$ cat src/plic_pkg.sv
// Constants for the loop lock interrupt and low-power clock control block
// How it works
// - In automatic bandwidth mode every toggle of the lock indicator sets the loop interrupt flag.
// - The interrupt request goes out only while the loop interrupt enable bit is set.
// - The flag sets on a lock change whatever the enable bit holds.
// - With automatic mode off the request is suppressed and the flag reads as zero.
// - The loop-derived source may be selected even while unlocked; no lock check is made.
// - Wait mode leaves the clock generator state unchanged.
// - Stop with the keep-oscillator bit clear turns off oscillator and loop and holds the output clock and loop request low.
// - Stop entered with the loop clock selected clears the base clock select bit.
// - After stop the crystal source drives the output clock and the select bit reads clear.
// - Stop with the keep-oscillator bit set turns off the loop but keeps the oscillator running.
// - With break clear enable at one, a flag cleared during break stays cleared afterwards.
// - With break clear enable at zero, control register writes during break leave the loop interrupt flag alone.
// - The lock indicator is read-only, follows loop lock in automatic mode, and reads zero otherwise.
// - Reset clears automatic mode, so the loop starts manual with its interrupt path off.
package plic_pkg;
  // Word offsets (byte addresses) on the register bus
  localparam logic [4:0] OFS_CTRL = 5'h00;
  localparam logic [4:0] OFS_BW = 5'h04;
  localparam logic [4:0] OFS_STAT = 5'h08;
  localparam logic [4:0] OFS_CLR = 5'h0c;
  localparam logic [4:0] OFS_IEN = 5'h10;
  // Control register fields
  localparam int CTRL_IE = 7;
  localparam int CTRL_FLAG = 6;
  localparam int CTRL_PON = 5;
  localparam int CTRL_BCS = 4;
  // Bandwidth register fields
  localparam int BW_AUTO = 7;
  localparam int BW_LOCK = 6;
  // Event status bits
  localparam int EV_LOCK = 0;
  localparam int EV_STOP = 1;
  localparam int EV_W = 2;
  localparam logic [7:0] CTRL_RST = 8'h20;
  localparam logic [7:0] BW_RST = 8'h00;
  localparam logic [31:0] BAD_DATA = 32'h0000_0000;
endpackage

$ cat src/plic_ctrl.sv
// Loop lock interrupt, stop-mode clock gating and break flag protection
`timescale 1ns/100ps
module plic_ctrl (
  // Clock and reset
  input wire logic mclk,
  input wire logic rst_n,
  // Avalon-MM slave
  input wire logic [4:0] address,
  input wire logic read,
  input wire logic write,
  input wire logic [31:0] writedata,
  output logic [31:0] readdata,
  output logic waitrequest,
  output logic [1:0] response,
  // Loop and system signals from outside this domain
  input wire logic loop_locked,
  input wire logic stop_req,
  input wire logic osc_in_stop_keep,
  input wire logic break_active,
  input wire logic break_clear_enable,
  // Clock generator controls
  output logic osc_enable,
  output logic loop_power_on,
  output logic base_clock_select,
  output logic out_clock_enable,
  // Interrupts
  output logic gen_irq_out,
  output logic irq
);
  logic [1:0] s_lock, s_stop, s_keep, s_brk, s_break_clear_enable;
  logic lock_q, stop_q;
  logic auto_mode, loop_irq_enable, loop_irq_flag;
  logic [plic_pkg::EV_W-1:0] ev_stat, ev_en;
  logic pend;
  logic [31:0] next_readdata;
  logic lock_ev, stop_ev, lock_vis;
  // Power bit as software wrote it, and the loop's actual run state
  logic pon_bit, loop_run;

  // Address match for one register; every write decode goes through here
  function automatic logic reg_hit(input logic [4:0] a, input logic [4:0] ofs);
    return a == ofs;
  endfunction

  // Two-flop synchronisers; only the second stage feeds logic,
  // so a metastable first stage never fans out
  always_ff @(posedge mclk) begin
    if (!rst_n) begin
      s_lock <= 2'h0;
    end else begin
      s_lock <= {s_lock[0], loop_locked};
    end
  end

  // Stop request from the system side
  always_ff @(posedge mclk) begin
    if (!rst_n) begin
      s_stop <= 2'h0;
    end else begin
      s_stop <= {s_stop[0], stop_req};
    end
  end

  // Keep-oscillator configuration level
  always_ff @(posedge mclk) begin
    if (!rst_n) begin
      s_keep <= 2'h0;
    end else begin
      s_keep <= {s_keep[0], osc_in_stop_keep};
    end
  end

  // Debug break state
  always_ff @(posedge mclk) begin
    if (!rst_n) begin
      s_brk <= 2'h0;
    end else begin
      s_brk <= {s_brk[0], break_active};
    end
  end

  // Break clear enable; sampled with the break level so both age alike
  always_ff @(posedge mclk) begin
    if (!rst_n) begin
      s_break_clear_enable <= 2'h0;
    end else begin
      s_break_clear_enable <= {s_break_clear_enable[0], break_clear_enable};
    end
  end

  always_ff @(posedge mclk) begin
    if (!rst_n) begin
      lock_q <= 1'b0;
      stop_q <= 1'b0;
    end else begin
      lock_q <= s_lock[1];
      stop_q <= s_stop[1];
    end
  end

  assign lock_vis = auto_mode & s_lock[1];
  assign lock_ev = auto_mode & (s_lock[1] ^ lock_q);
  assign stop_ev = s_stop[1] & ~stop_q;
  // Loop runs only when powered and not stopped
  assign loop_run = pon_bit & ~s_stop[1];

  // One wait cycle per access: waitrequest high in the first cycle, request taken on the second edge
  always_ff @(posedge mclk) begin
    if (!rst_n) begin
      pend <= 1'b0;
    end else begin
      pend <= (read | write) & ~pend;
    end
  end
  assign waitrequest = (read | write) & ~pend;
  logic acc;
  assign acc = (read | write) & pend;
  logic wr_ctrl, wr_bw, wr_clr, wr_ien, clr_allowed;
  // Writes act only at the accepting edge, never in the wait cycle
  assign wr_ctrl = acc & write & reg_hit(address, plic_pkg::OFS_CTRL);
  assign wr_bw = acc & write & reg_hit(address, plic_pkg::OFS_BW);
  assign wr_clr = acc & write & reg_hit(address, plic_pkg::OFS_CLR);
  assign wr_ien = acc & write & reg_hit(address, plic_pkg::OFS_IEN);
  assign clr_allowed = ~s_brk[1] | s_break_clear_enable[1];

  // Bandwidth mode bit, cleared by reset
  always_ff @(posedge mclk) begin
    if (!rst_n) begin
      auto_mode <= plic_pkg::BW_RST[plic_pkg::BW_AUTO];
    end else if (wr_bw) begin
      auto_mode <= writedata[plic_pkg::BW_AUTO];
    end
  end

  // Interrupt enable; wait mode has no input here so it changes nothing
  always_ff @(posedge mclk) begin
    if (!rst_n) begin
      loop_irq_enable <= plic_pkg::CTRL_RST[plic_pkg::CTRL_IE];
    end else if (wr_ctrl) begin
      loop_irq_enable <= writedata[plic_pkg::CTRL_IE];
    end
  end

  // Power bit keeps what software wrote; stop gates the output, not this bit,
  // so the loop comes back on by itself after stop
  always_ff @(posedge mclk) begin
    if (!rst_n) begin
      pon_bit <= plic_pkg::CTRL_RST[plic_pkg::CTRL_PON];
    end else if (wr_ctrl) begin
      pon_bit <= writedata[plic_pkg::CTRL_PON];
    end
  end

  // Stop entry wins over a write in the same cycle; writes during stop
  // are dropped so the crystal source stays selected until stop ends
  always_ff @(posedge mclk) begin
    if (!rst_n) begin
      base_clock_select <= plic_pkg::CTRL_RST[plic_pkg::CTRL_BCS];
    end else if (stop_ev) begin
      base_clock_select <= 1'b0;
    end else if (wr_ctrl && !s_stop[1]) begin
      base_clock_select <= writedata[plic_pkg::CTRL_BCS]; // no lock check
    end
  end

  // Flag: set wins over clear; writing 0 clears only outside protected break
  always_ff @(posedge mclk) begin
    if (!rst_n) begin
      loop_irq_flag <= 1'b0;
    end else if (lock_ev) begin
      loop_irq_flag <= 1'b1;
    end else if (!auto_mode) begin
      loop_irq_flag <= 1'b0;
    end else if (wr_ctrl && !writedata[plic_pkg::CTRL_FLAG] && clr_allowed) begin
      loop_irq_flag <= 1'b0;
    end
  end

  // Sticky event status, write-one-to-clear; set wins
  always_ff @(posedge mclk) begin
    if (!rst_n) begin
      ev_stat <= '0;
    end else begin
      for (int i = 0; i < plic_pkg::EV_W; i++) begin
        if ((i == plic_pkg::EV_LOCK && lock_ev) || (i == plic_pkg::EV_STOP && stop_ev)) begin
          ev_stat[i] <= 1'b1;
        end else if (wr_clr && writedata[i]) begin
          ev_stat[i] <= 1'b0;
        end
      end
    end
  end

  // Event enables, same layout as the status bits
  always_ff @(posedge mclk) begin
    if (!rst_n) begin
      ev_en <= '0;
    end else if (wr_ien) begin
      ev_en <= writedata[plic_pkg::EV_W-1:0];
    end
  end

  // Loop request; held low in stop whatever the flag holds
  always_ff @(posedge mclk) begin
    if (!rst_n) begin
      gen_irq_out <= 1'b0;
    end else begin
      gen_irq_out <= ~s_stop[1] & auto_mode & loop_irq_flag & loop_irq_enable;
    end
  end

  // Level interrupt for the sticky events
  always_ff @(posedge mclk) begin
    if (!rst_n) begin
      irq <= 1'b0;
    end else begin
      irq <= |(ev_stat & ev_en);
    end
  end

  // Oscillator survives stop only when the keep bit is set
  always_ff @(posedge mclk) begin
    if (!rst_n) begin
      osc_enable <= 1'b0;
    end else begin
      osc_enable <= ~s_stop[1] | s_keep[1];
    end
  end

  // Output clock held low in stop
  always_ff @(posedge mclk) begin
    if (!rst_n) begin
      out_clock_enable <= 1'b0;
    end else begin
      out_clock_enable <= ~s_stop[1];
    end
  end

  // Loop power as the loop sees it: off in every kind of stop
  always_ff @(posedge mclk) begin
    if (!rst_n) begin
      loop_power_on <= plic_pkg::CTRL_RST[plic_pkg::CTRL_PON];
    end else begin
      loop_power_on <= loop_run;
    end
  end

  // Read mux; unmapped addresses read zero
  always_comb begin
    next_readdata = plic_pkg::BAD_DATA;
    case (address)
      plic_pkg::OFS_CTRL: begin
        next_readdata[plic_pkg::CTRL_IE] = loop_irq_enable;
        next_readdata[plic_pkg::CTRL_FLAG] = auto_mode & loop_irq_flag;
        next_readdata[plic_pkg::CTRL_PON] = pon_bit;
        next_readdata[plic_pkg::CTRL_BCS] = base_clock_select;
        next_readdata[0] = loop_run;
      end
      plic_pkg::OFS_BW: begin
        next_readdata[plic_pkg::BW_AUTO] = auto_mode;
        next_readdata[plic_pkg::BW_LOCK] = lock_vis;
      end
      plic_pkg::OFS_STAT: next_readdata[plic_pkg::EV_W-1:0] = ev_stat;
      plic_pkg::OFS_IEN: next_readdata[plic_pkg::EV_W-1:0] = ev_en;
      default: next_readdata = plic_pkg::BAD_DATA;
    endcase
  end

  // Read data loaded in the wait cycle, so it stands at the accepting edge
  always_ff @(posedge mclk) begin
    if (!rst_n) begin
      readdata <= plic_pkg::BAD_DATA;
    end else if (read & ~pend) begin
      readdata <= next_readdata;
    end
  end

  // Every access answers OK; unmapped writes are simply dropped
  always_ff @(posedge mclk) begin
    if (!rst_n) begin
      response <= 2'h0;
    end else begin
      response <= 2'h0;
    end
  end
endmodule

$ cat config.mk
export PLATFORM = sky130hd
export DESIGN_NAME = plic_ctrl
export DESIGN_NICKNAME = d
export VERILOG_FILES = /design/src/plic_pkg.sv /design/src/plic_ctrl.sv
export SDC_FILE = /design/constraint.sdc
export NUM_CORES = 1
export LEC_CHECK = 0
export BUFFER_PORTS_ARGS = -buffer_cell sky130_fd_sc_hd__clkbuf_2
export CELL_PAD_IN_SITES_DETAIL_PLACEMENT = 0
export CELL_PAD_IN_SITES_GLOBAL_PLACEMENT = 1
export CORE_MARGIN = 2
export CORE_UTILIZATION = 30
export DETAILED_ROUTE_END_ITERATION = 16
export PLACE_DENSITY = 0.91
export SYNTH_ARGS = -nofsm -noshare
export SYNTH_HDL_FRONTEND = slang
export SYNTH_SLANG_ARGS = --single-unit
export TNS_END_PERCENT = 5
$ cat constraint.sdc
create_clock -name mclk -period 1.8 [get_ports mclk]
set_input_delay 0.18 -clock mclk [delete_from_list [all_inputs] [get_ports mclk]]
set_output_delay 0.18 -clock mclk [all_outputs]
set_load 0.005 [all_outputs]
# Yosys cells after proc, flatten, opt, wreduce, memory -nomap -nowiden
# Index checks and enable logic that the tools add are counted.
[classes]
addsub = 0
multipliers = 0
bitwise_logic = 26
n_lt_le_gt_ge = 0
n_reduce_logical = 12
n_eq_ne = 5
mux = 11
div = 0
shifts = 0
[ops]
columns = ["cell", "n"]
rows = [
  ["$and 1x1->1", 16],
  ["$eq 5x4->1 const B", 2],
  ["$mux 1", 7],
  ["$eq 5x3->1 const B", 1],
  ["$eq 5x5->1 const B", 1],
  ["$logic_and 1x1->1", 5],
  ["$logic_not 5->1", 1],
  ["$not 1->1", 5],
  ["$pmux 2 s2", 1],
  ["$reduce_bool 2->1", 2],
  ["$reduce_or 2->1", 2],
  ["$ne 3x1->1 const B", 1],
  ["$or 1x1->1", 3],
  ["$pmux 1 s3", 1],
  ["$and 2x2->2", 1],
  ["$logic_not 1->1", 2],
  ["$mux 2", 1],
  ["$pmux 1 s2", 1],
  ["$xor 1x1->1", 1],
]
[totals]
mem_bits_rw = 0
register_bits = 33
output_inout_bits = 41
in_bits = 46
mem_count = 0
latch_bits = 0
rom_bits = 0
word_cells = 76

# Longest topological paths before layout
# Gate-level depths: netlist of the first run.
[logic_depth]
word_depth = 9
mapped_depth = 5
ltp_nobuf = 3

# Worst setup path after synthesis of the first run
# No wires, ideal clock.
[synth_path]
path_kind = "input -> register"
from = "input port address[2]"
to = "register readdata[5]"
setup_time_ns = 0.066
required_time_ns = 1.734
cell_stages = 4
t_arrival_ns = 1.371
path_buffers = 1
path_slack_ns = 0.363
path_cell_list = "clkbuf_1 or4_4 or4_4 a21oi_2"
[synth_via]
elab_chain_cells = 2
[synth_lines]
columns = ["item", "line_no", "rtl"]
rows = [
  ["from (decl)", "plic_ctrl.sv:8", "input wire logic [4:0] address,"],
  ["$logic_not 5->1", "plic_ctrl.sv:251", "case (address)"],
  ["$mux 2", "plic_ctrl.sv:251", ""],
  ["to (signal assigned)", "plic_ctrl.sv:272", "readdata <= plic_pkg::BAD_DATA;"],
  ["to (signal assigned)", "plic_ctrl.sv:274", "readdata <= next_readdata;"],
  ["to (decl)", "plic_ctrl.sv:12", "output logic [31:0] readdata,"],
]
# Every way passes these cells.
# A chain may end at the register's enable or synchronous reset.

# Worst setup path after layout of the first run
[layout_path]
from = "register s_stop[1]"
to = "register base_clock_select"
[layout_via]
elab_chain_cells = 2
word_cells_on_any_way = 4
cone_classes = "bitwise: 1; reduce/logical: 3"
[layout_lines]
columns = ["item", "line_no", "rtl"]
rows = [
  ["from (decl)", "plic_ctrl.sv:30", "logic [1:0] s_lock, s_stop, s_keep, s_brk, s_break_clear_enable;"],
  ["from (signal assigned)", "plic_ctrl.sv:60", "s_stop <= {s_stop[0], stop_req};"],
  ["$and 1x1->1 or $logic_not 1->1 (tied branches)", "plic_ctrl.sv:103, plic_ctrl.sv:161", ""],
  ["$reduce_or 2->1 (no line) or $logic_and 1x1->1 (tied branches)", "-", ""],
  ["to (signal assigned)", "plic_ctrl.sv:158", "base_clock_select <= plic_pkg::CTRL_RST[plic_pkg::CTRL_BCS];"],
  ["to (signal assigned)", "plic_ctrl.sv:162", "base_clock_select <= writedata[plic_pkg::CTRL_BCS];"],
  ["to (decl)", "plic_ctrl.sv:24", "output logic base_clock_select,"],
]
# Parallel ways exist; a longest one is shown, timed or not.

==> results of run 1 <==
[cells in the final DEF (no fill, tap or decap), types with 2 or more instances in the layout]
cell,instances
clkbuf_2,32
nand3_1,6
a21oi_1,11
conb_1,28
or4_4,2
nand3b_1,4
clkbuf_8,5
nor2_1,7
inv_1,6
buf_4,6
o211ai_1,3
dfxtp_1,33
o21ai_0,9
a31oi_1,5
nand4_1,4
and2_1,15
nand2_1,3
or3_1,2
nor3b_1,2
nand4b_1,3
nand2b_1,2
[through the flow]
step	area (µm²)	power [mW]	hold WS, ns	cells	utilization
after floorplan	1590	0.900	0.307	193	-
after global placement	1640	0.918	0.386	263	0.345
after detailed placement	1640	0.920	0.390	263	0.345
after CTS	1720	1.42	0.0968	269	0.361
after global routing	1720	1.48	0.108	269	0.361
final	1720	1.41	0.100	269	0.361
[worst paths after layout]
kind | start | endpoint | slack [ns] | cells past startpoint
hold reg to reg | s_stop[0] | s_stop[1] | 0.43 | 1
hold / removal | osc_in_stop_keep | s_keep[0] | 0.10 | 2
setup reg to reg | s_stop[1] | base_clock_select | 0.40 | 3
setup / recovery | s_stop[1] | base_clock_select | 0.40 | 3
[layout make-up]
type	count	area share
clock inverter	1	0.00292
timing repair buffer	38	0.120
sequential	33	0.385
inverter	6	0.0131
multi-input combinational	119	0.390
tap	67	0.0489
clock buffer	5	0.0401
[layer usage]
layer  vias up  part of all wire
met5         -                 0
met4         0             0.018
met3         6             0.094
met2        47              0.45
met1       539              0.43
li1        592                 -
[critical path: stages (launching register included)]
cell and delay, ns:
dfxtp_1 0.32, or4_1 0.56, or3_1 0.32, a21oi_1 0.14
[registers in the layout, indices dropped and copies added, names as in the netlist, 2 cells and up]
signal / flops
ev_en: 2
ev_stat: 2
readdata: 6
s_break_clear_enable: 2
s_brk: 2
s_keep: 2
s_lock: 2
s_stop: 2
[cells by family (layout without fill, tap and decap cells)]
| logic type | count (synthesis) | after routing | synth area share |
|---|---|---|---|
| and+or+nand+nor | 58 | 58 | 0.249 |
| AOI/OAI and AO/OA | 32 | 32 | 0.123 |
| buffers and inverters | 41 | 50 | 0.177 |
| DFF | 33 | 33 | 0.443 |
| xor gates and xnor gates | 1 | 1 | 0.00587 |
| other | 1 | 28 | 0.00251 |
[power by group through the flow]
| stage | Combinational, mW | Sequential [mW] | Clock [mW] |
|---|---|---|---|
| after global routing | 0.160 | 0.767 | 0.550 |
| final | 0.139 | 0.765 | 0.502 |
| after detailed placement | 0.138 | 0.782 | 0 |
| after floorplan | 0.118 | 0.782 | 0 |
| after global placement | 0.137 | 0.781 | 0 |
| after CTS | 0.138 | 0.766 | 0.512 |
==> results.yml, run 1 <==
routing:
  drt_wl_total_um: 3110
  ant_nets: 0
  drt_iter0_drc: 93
  wire_per_inst_um: 11.5
  vias: 1184
  route.detailed.drc: 0
  dr.pass1.iters: 5
  routed_via_density: 4.40
place:
  numPortBuffers: 32
  dp.final_hpwl_um: 2270
  pre_cts_ws_ns: 0.202
  routabilityCongestion: 0.828
grt:
  use_met1: 0.154
  grt_util_all_layers: 0.124
  antenna_found_initial: 0
  grt_max_degree: 22
  grt_util_met2: 0.190
  busiest_layer: "met2"
  grt_first_pass_wirelength_um: 5050
  overflow: 0
  use_met3: 0.0488
  grt_pass1_vias: 1051
pwr:
  peakVddDrop_uv: 447
  sequentialPowerShare: 0.544
  power_frac_comb: 0.099
  intPower_mw: 1.07
  p_switching_mw: 0.341
  p_sw_frac: 0.242
  leakage_nw: 0.730
  p_clk_frac: 0.357
  power_density_mw_per_mm2: 820
synthesis:
  synth-main-ff-cell: "dfxtp_1"
  synth_cell_types: 34
  syn_area_per_cell_um2: 8.99
  synthArstFlopShare: 0
  syn_inst: 166
  seq_area_frac_synth: 0.443
  synth_most_common_cell: "dfxtp_1"
  synth_top_area_frac: 0.443
  synthTopCellsByArea: "dfxtp_1, buf_4, and2_1"
  yosysTopAreaCell: "dfxtp_1"
  yosysWarnings: 0
  synth_common_cells: "dfxtp_1, buf_4, and2_1, a21oi_1, o21ai_0"
  synth_seq_cells: 33
  synth-edff-count: 0
  syn-cell-area_mm2: 0.00149
timing:
  hold_viol_final: 0
  setup_viol: 0
  clock_skew_ns: 0.00498
  drv_slew: 0
  tightest_slew_ns: 0.561
  rsz0062_at_grt: "false"
  finalCriticalPeriod_ns: 1.40
  fin_tns_setup_ns: 0
  worst_slew_margin_rel: 0.625
  max_freq_mhz: 713
  period_share: 0.779
  setup_ws_ns: 0.398
clock_tree:
  htree_levels: 2
  post_cts_buffers: 0
  cts_hold_buf: 0
  cts-root-buf: "clkbuf_8"
  cts_buffer_depth: 2
  clock_latency_ns: 0.28
  cts.sink_count: 33
  tritoncts: "done"
  post_cts_resize_count: 0
  clk_pin_slew_ns: 0.06
  cts_buffers: 5
layout:
  layout-drive-gt1-share: 0.243
  nets: 249
  syn2layout_area_growth_pct: 14.9
  register_area_um2: 661
  antenna_cells: 0
  fillCellCount: 522
  multiInputGateArea_um2: 669
floorplan:
  ioPinCount: 87
  coreArea_mm2: 0.00475
  die-area_mm2: 0.00556
  initial_utilization: 0.314
  num_rows: 25
  die_width_um: 74.5
  die_h_um: 74.5
setup_path:
  crit_type: "reg2reg"
  crit_path_start_kind: "flop"
  cp_max_fo: 2
  worstPathArrival_ns: 1.61
  critPathRequiredTime_ns: 2.01
  worstSetupEndpointType: "flop"
job:
  maxCapViolations: 0
min_path:
  hold_path_class: "in2reg"
run_status:
  outcome: "complete, no violations"
No activity file was read; power rests on OpenSTA's default activity.
==> inputs of run 2 (changes only) <==
CORE_UTILIZATION = 27   (was 30)
PLACE_DENSITY = 0.87   (was 0.91)
clock period = 1.15 ns   (was 1.8 ns; I/O delays follow)
==> run 2 against run 1 <==
The flow now finishes with violations (setup timing). Register-to-register slack got worse by 0.62 ns. Flip-flop and latch count did not move. Maximum frequency rose by 2.4%. Critical path depth did not move. First-iteration DRC count fell by 38%. Non-clock buffer count rose by 14. Final cell count rose by 7.8%. Worst setup slack got worse by 0.62 ns. Sequential share of layout area fell by 4.4 points. Count of clock-buffer cells in the layout rose by 2. Power rose by 85%.
==> results.yml, run 2 (same netlist as run 1, synthesis figures left out) <==
layout:
  antenna_cells: 0
  nets: 263
  fillCellCount: 576
  layout-drive-gt1-share: 0.349
  syn2layout_area_growth_pct: 30.2
  largest_register_ffs: 6
  layout.cells.most_common: "clkbuf_2"
  top_register: "readdata"
  most-common-layout-cells: "clkbuf_2, dfxtp_1, conb_1"
run_status:
  violations: "setup timing"
  outcome: "finished with violations"
setup_path:
  critPathRequiredTime_ns: 1.38
  worstSetupEndpointType: "flop"
  crit_family: "simple AND/OR/NAND/NOR gates"
  crit_path_start_kind: "flop"
  cp_max_fo: 2
  worstPathArrival_ns: 1.60
  critical_path_buf_inv_count: 0
  crit_type: "reg2reg"
  cpMaxStageDelayCell: "or4bb_4"
  crit_path_max_incr_delay_ns: 0.48
  critical_path.cell_chain: "or4bb_4 -> or3_1 -> a21oi_2"
timing:
  setup_ws_ns: -0.220
  period_share: 1.19
  hold_viol_final: 0
  setup_viol: 4
  rsz0062_at_grt: "true"
  finalCriticalPeriod_ns: 1.37
  max_freq_mhz: 730
  fin_tns_setup_ns: -0.463
  drv_slew: 0
  clock_skew_ns: 0.00475
routing:
  wire_per_inst_um: 11.6
  vias: 1236
  ant_nets: 0
  routed_via_density: 4.26
  drt_wl_total_um: 3370
  dr.pass1.iters: 4
  route.detailed.drc: 0
  drt_iter0_drc: 58
pwr:
  peakVddDrop_uv: 701
  fin_total_pwr_mw: 2.60
  power_density_mw_per_mm2: 1340
  leakage_nw: 0.836
place:
  numPortBuffers: 32
  dp.final_hpwl_um: 2470
  routabilityCongestion: 0.869
floorplan:
  die_h_um: 78.4
  die_width_um: 78.4
  ioPinCount: 87
  num_rows: 27
  coreArea_mm2: 0.00541
  die-area_mm2: 0.00614
  initial_utilization: 0.276
clock_tree:
  cts_buffers: 5
  cts_hold_buf: 0
  cts.sink_count: 33
  clock_latency_ns: 0.29
  tritoncts: "done"
  clk_pin_slew_ns: 0.07
  cts_buffer_depth: 2
  cts-root-buf: "clkbuf_8"
  htree_levels: 2
grt:
  grt_pass1_vias: 1155
  use_met3: 0.0552
  use_met1: 0.141
  grt_util_met2: 0.182
  busiest_layer: "met2"
  grt_first_pass_wirelength_um: 5400
  grt_max_degree: 12
  grt_util_all_layers: 0.117
  antenna_found_initial: 0
  overflow: 0
job:
  maxCapViolations: 0
min_path:
  hold_path_class: "in2reg"
## run 2: power breakdown
group | switching [mW] | total [mW] | internal (mW)
registers | 0.0165 | 1.20 | 1.18
logic | 0.146 | 0.276 | 0.130
clock network | 0.414 | 1.12 | 0.706
total | 0.577 | 2.60 | 2.02
## run 2: path summary, 6_finish.rpt
path	start	to	slack, ns	depth (start not counted)
max	pend	base_clock_select	-0.22	3
min	stop_req	s_stop[0]	0.03	2
max reg2reg	pend	base_clock_select	-0.22	3
min reg2reg	s_keep[0]	s_keep[1]	0.43	1
## run 2: final cells by class
| cell class | count | area, µm² | area share |
|---|---|---|---|
| clock buffers | 7 | 86.3 | 0.0444 |
| clock inverters | 1 | 30.0 | 0.0155 |
| inverters | 6 | 22.5 | 0.0116 |
| multi-input cells | 119 | 721 | 0.371 |
| flip-flops and latches | 33 | 663 | 0.341 |
| well taps | 72 | 90.1 | 0.0464 |
| repair buffers | 52 | 330 | 0.170 |
## run 2: repair_timing
| action | 4_1_cts | 5_1_grt |
|---|---|---|
| buffers inserted | 1 | 0 |
| resized for setup | 10 | 7 |
| endpoints found under the setup margin | 4 | 6 |
| pin swaps | 2 | 4 |
## run 2: stage by stage
step	hold slack, ns	instance area [µm²]	setup WS [ns]	instances	utilization
2_1_floorplan	0.242	1600	-0.219	193	-
3_3_place_gp	0.322	1760	-0.289	281	0.325
3_5_place_dp	0.323	1760	-0.301	281	0.325
4_1_cts	0.0222	1910	-0.200	290	0.353
5_1_grt	0.0175	1940	-0.244	290	0.359
6_report	0.0306	1940	-0.220	290	0.359
## run 2: layer usage
layer	wire length, µm	up-vias
met5	0	-
met4	42	0
met3	229	5
met2	1620	51
met1	1480	556
li1	-	624
==> inputs of run 3 (changes only) <==
SETUP_SLACK_MARGIN = 0.5   (was default)
==> run 3 against run 2 <==
Combinational power grew 8.0%. Critical path depth is the same. Count of clock-buffer cells in the layout is the same. Sequential share of layout area shrank 1.1 points. Register-to-register slack is essentially flat. Clock skew grew 0.0012 ns. Flip-flop and latch count is the same. Critical endpoint unchanged. Via count shrank 0.16%. Worst setup slack gained 0.0035 ns. Largest cell class unchanged. Highest routed layer unchanged. Non-clock buffer count is the same. The flow still finishes with violations (setup timing). Cell area grew 5.2%.
==> results.yml, run 3 (same netlist as run 1, synthesis figures left out) <==
pwr:
  p_switching_mw: 0.594
  fin_total_pwr_mw: 2.63
  sequentialPowerShare: 0.459
  power_density_mw_per_mm2: 1290
  power_frac_comb: 0.113
  p_clk_frac: 0.428
  p_sw_frac: 0.226
  peakVddDrop_uv: 699
  intPower_mw: 2.03
  leakage_nw: 0.854
routing:
  route.detailed.drc: 0
  dr.pass1.iters: 4
  drt_iter0_drc: 47
  vias: 1234
  drt_wl_total_um: 3440
  ant_nets: 0
  routed_via_density: 4.26
  wire_per_inst_um: 11.9
layout:
  final_area_mm2: 0.00204
  layout.cells.most_common: "clkbuf_2"
  most-common-layout-cells: "clkbuf_2, conb_1, dfxtp_1"
  antenna_cells: 0
  nets: 263
  syn2layout_area_growth_pct: 36.9
  largest_register_ffs: 6
  top_register: "readdata"
  layout-drive-gt1-share: 0.445
floorplan:
  die-area_mm2: 0.00614
  ioPinCount: 87
  die_h_um: 78.4
  die_width_um: 78.4
  num_rows: 27
  initial_utilization: 0.276
  coreArea_mm2: 0.00541
setup_path:
  critical_path.cell_chain: "or4bb_4 -> or3_1 -> a21oi_2"
  worstPathArrival_ns: 1.60
  crit_start: "pend"
  crit_type: "reg2reg"
  worstSetupEndpointType: "flop"
  worst-r2r-cell-count: 3
  cpMaxStageDelayCell: "or4bb_4"
  critPathRequiredTime_ns: 1.38
  endpoint: "base_clock_select"
  crit_path_start_kind: "flop"
  reg2reg_to: "base_clock_select"
  crit_path_max_incr_delay_ns: 0.48
  cp_max_fo: 2
  reg2reg_slack_ns: -0.22
  rr_startpoint: "pend"
run_status:
  outcome: "finished with violations"
  violations: "setup timing"
grt:
  grt_util_all_layers: 0.121
  overflow: 0
  grt_pass1_vias: 1179
  grt_max_degree: 12
  grt_first_pass_wirelength_um: 5640
  antenna_found_initial: 0
clock_tree:
  cts-root-buf: "clkbuf_8"
  clock_latency_ns: 0.29
  cts_buffer_depth: 2
  htree_levels: 2
  clk_pin_slew_ns: 0.07
  cts_buffers: 5
  tritoncts: "done"
  cts.sink_count: 33
place:
  dp.final_hpwl_um: 2470
  pre_cts_ws_ns: -0.301
  dpl_cell_area_mm2: 0.00176
  routabilityCongestion: 0.869
  numPortBuffers: 32
timing:
  setup_ws_ns: -0.216
  clock_skew_ns: 0.00596
  finalCriticalPeriod_ns: 1.37
  setup_viol: 4
  period_share: 1.19
  hold_slack_ns: 0.0290
  max_freq_mhz: 732
  rsz0062_at_grt: "true"
  hold_viol_final: 0
  drv_slew: 0
job:
  maxCapViolations: 0
min_path:
  hold_path_class: "in2reg"
[run 3: cell type report]
type	instances	area, µm²
well taps	72	90.1
clock buffers	7	86.3
repair buffers	52	353
multi-input cells	119	786
inverters	6	22.5
fillers	568	3360
clock inverters	1	30.0
flip-flops and latches	33	676
[run 3: routing by layer]
metal  wire [µm]  global-route usage  up-vias
met4          37              0.0386        0
met3         202              0.0517        4
li1            -                   -      627
met2        1710               0.194       43
met1        1490               0.146      560
met5           0                   0        -
[run 3: worst max-delay path, delay by kind of cell, from the launching register on]
kind	cells	cell delay, ns
flip-flops	1	0.34
AO/OA/AOI/OAI	1	0.12
AND/OR/NAND/NOR	2	0.85
[run 3: timing repair]
item | in CTS | in global routing
setup endpoints to repair | 34 | 35
buffers inserted | 1 | 0
hold buffers | 0 | 0
pin swaps | 22 | 16
gates resized for setup | 39 | 13
[run 3: power groups by stage]
stage | logic (mW) | clock network (mW) | registers (mW)
6_report | 0.298 | 1.12 | 1.21
2_1_floorplan | 0.189 | 0 | 1.22
3_3_place_gp | 0.252 | 0 | 1.22
3_5_place_dp | 0.255 | 0 | 1.22
4_1_cts | 0.284 | 1.15 | 1.20
5_1_grt | 0.330 | 1.21 | 1.21
[run 3: worst min path at each step]
| stage | startpoint | to | slack [ns] | cells after the start |
|---|---|---|---|---|
| 2_1_floorplan | break_clear_enable | s_break_clear_enable[0] | 0.24 | 1 |
| 3_3_place_gp | break_active | s_brk[0] | 0.32 | 2 |
| 3_5_place_dp | break_active | s_brk[0] | 0.32 | 2 |
| 4_1_cts | break_active | s_brk[0] | 0.02 | 2 |
| 5_1_grt | break_active | s_brk[0] | 0.02 | 2 |
| 6_report | stop_req | s_stop[0] | 0.03 | 2 |
[run 3: stage by stage]
step	instances	setup TNS, ns	util
finish	290	-0.447	0.378
global route	290	-0.575	0.378
CTS	290	-0.382	0.369
detailed placement	281	-1.88	0.325
global placement	281	-1.70	0.325
floorplan	193	-1.22	-
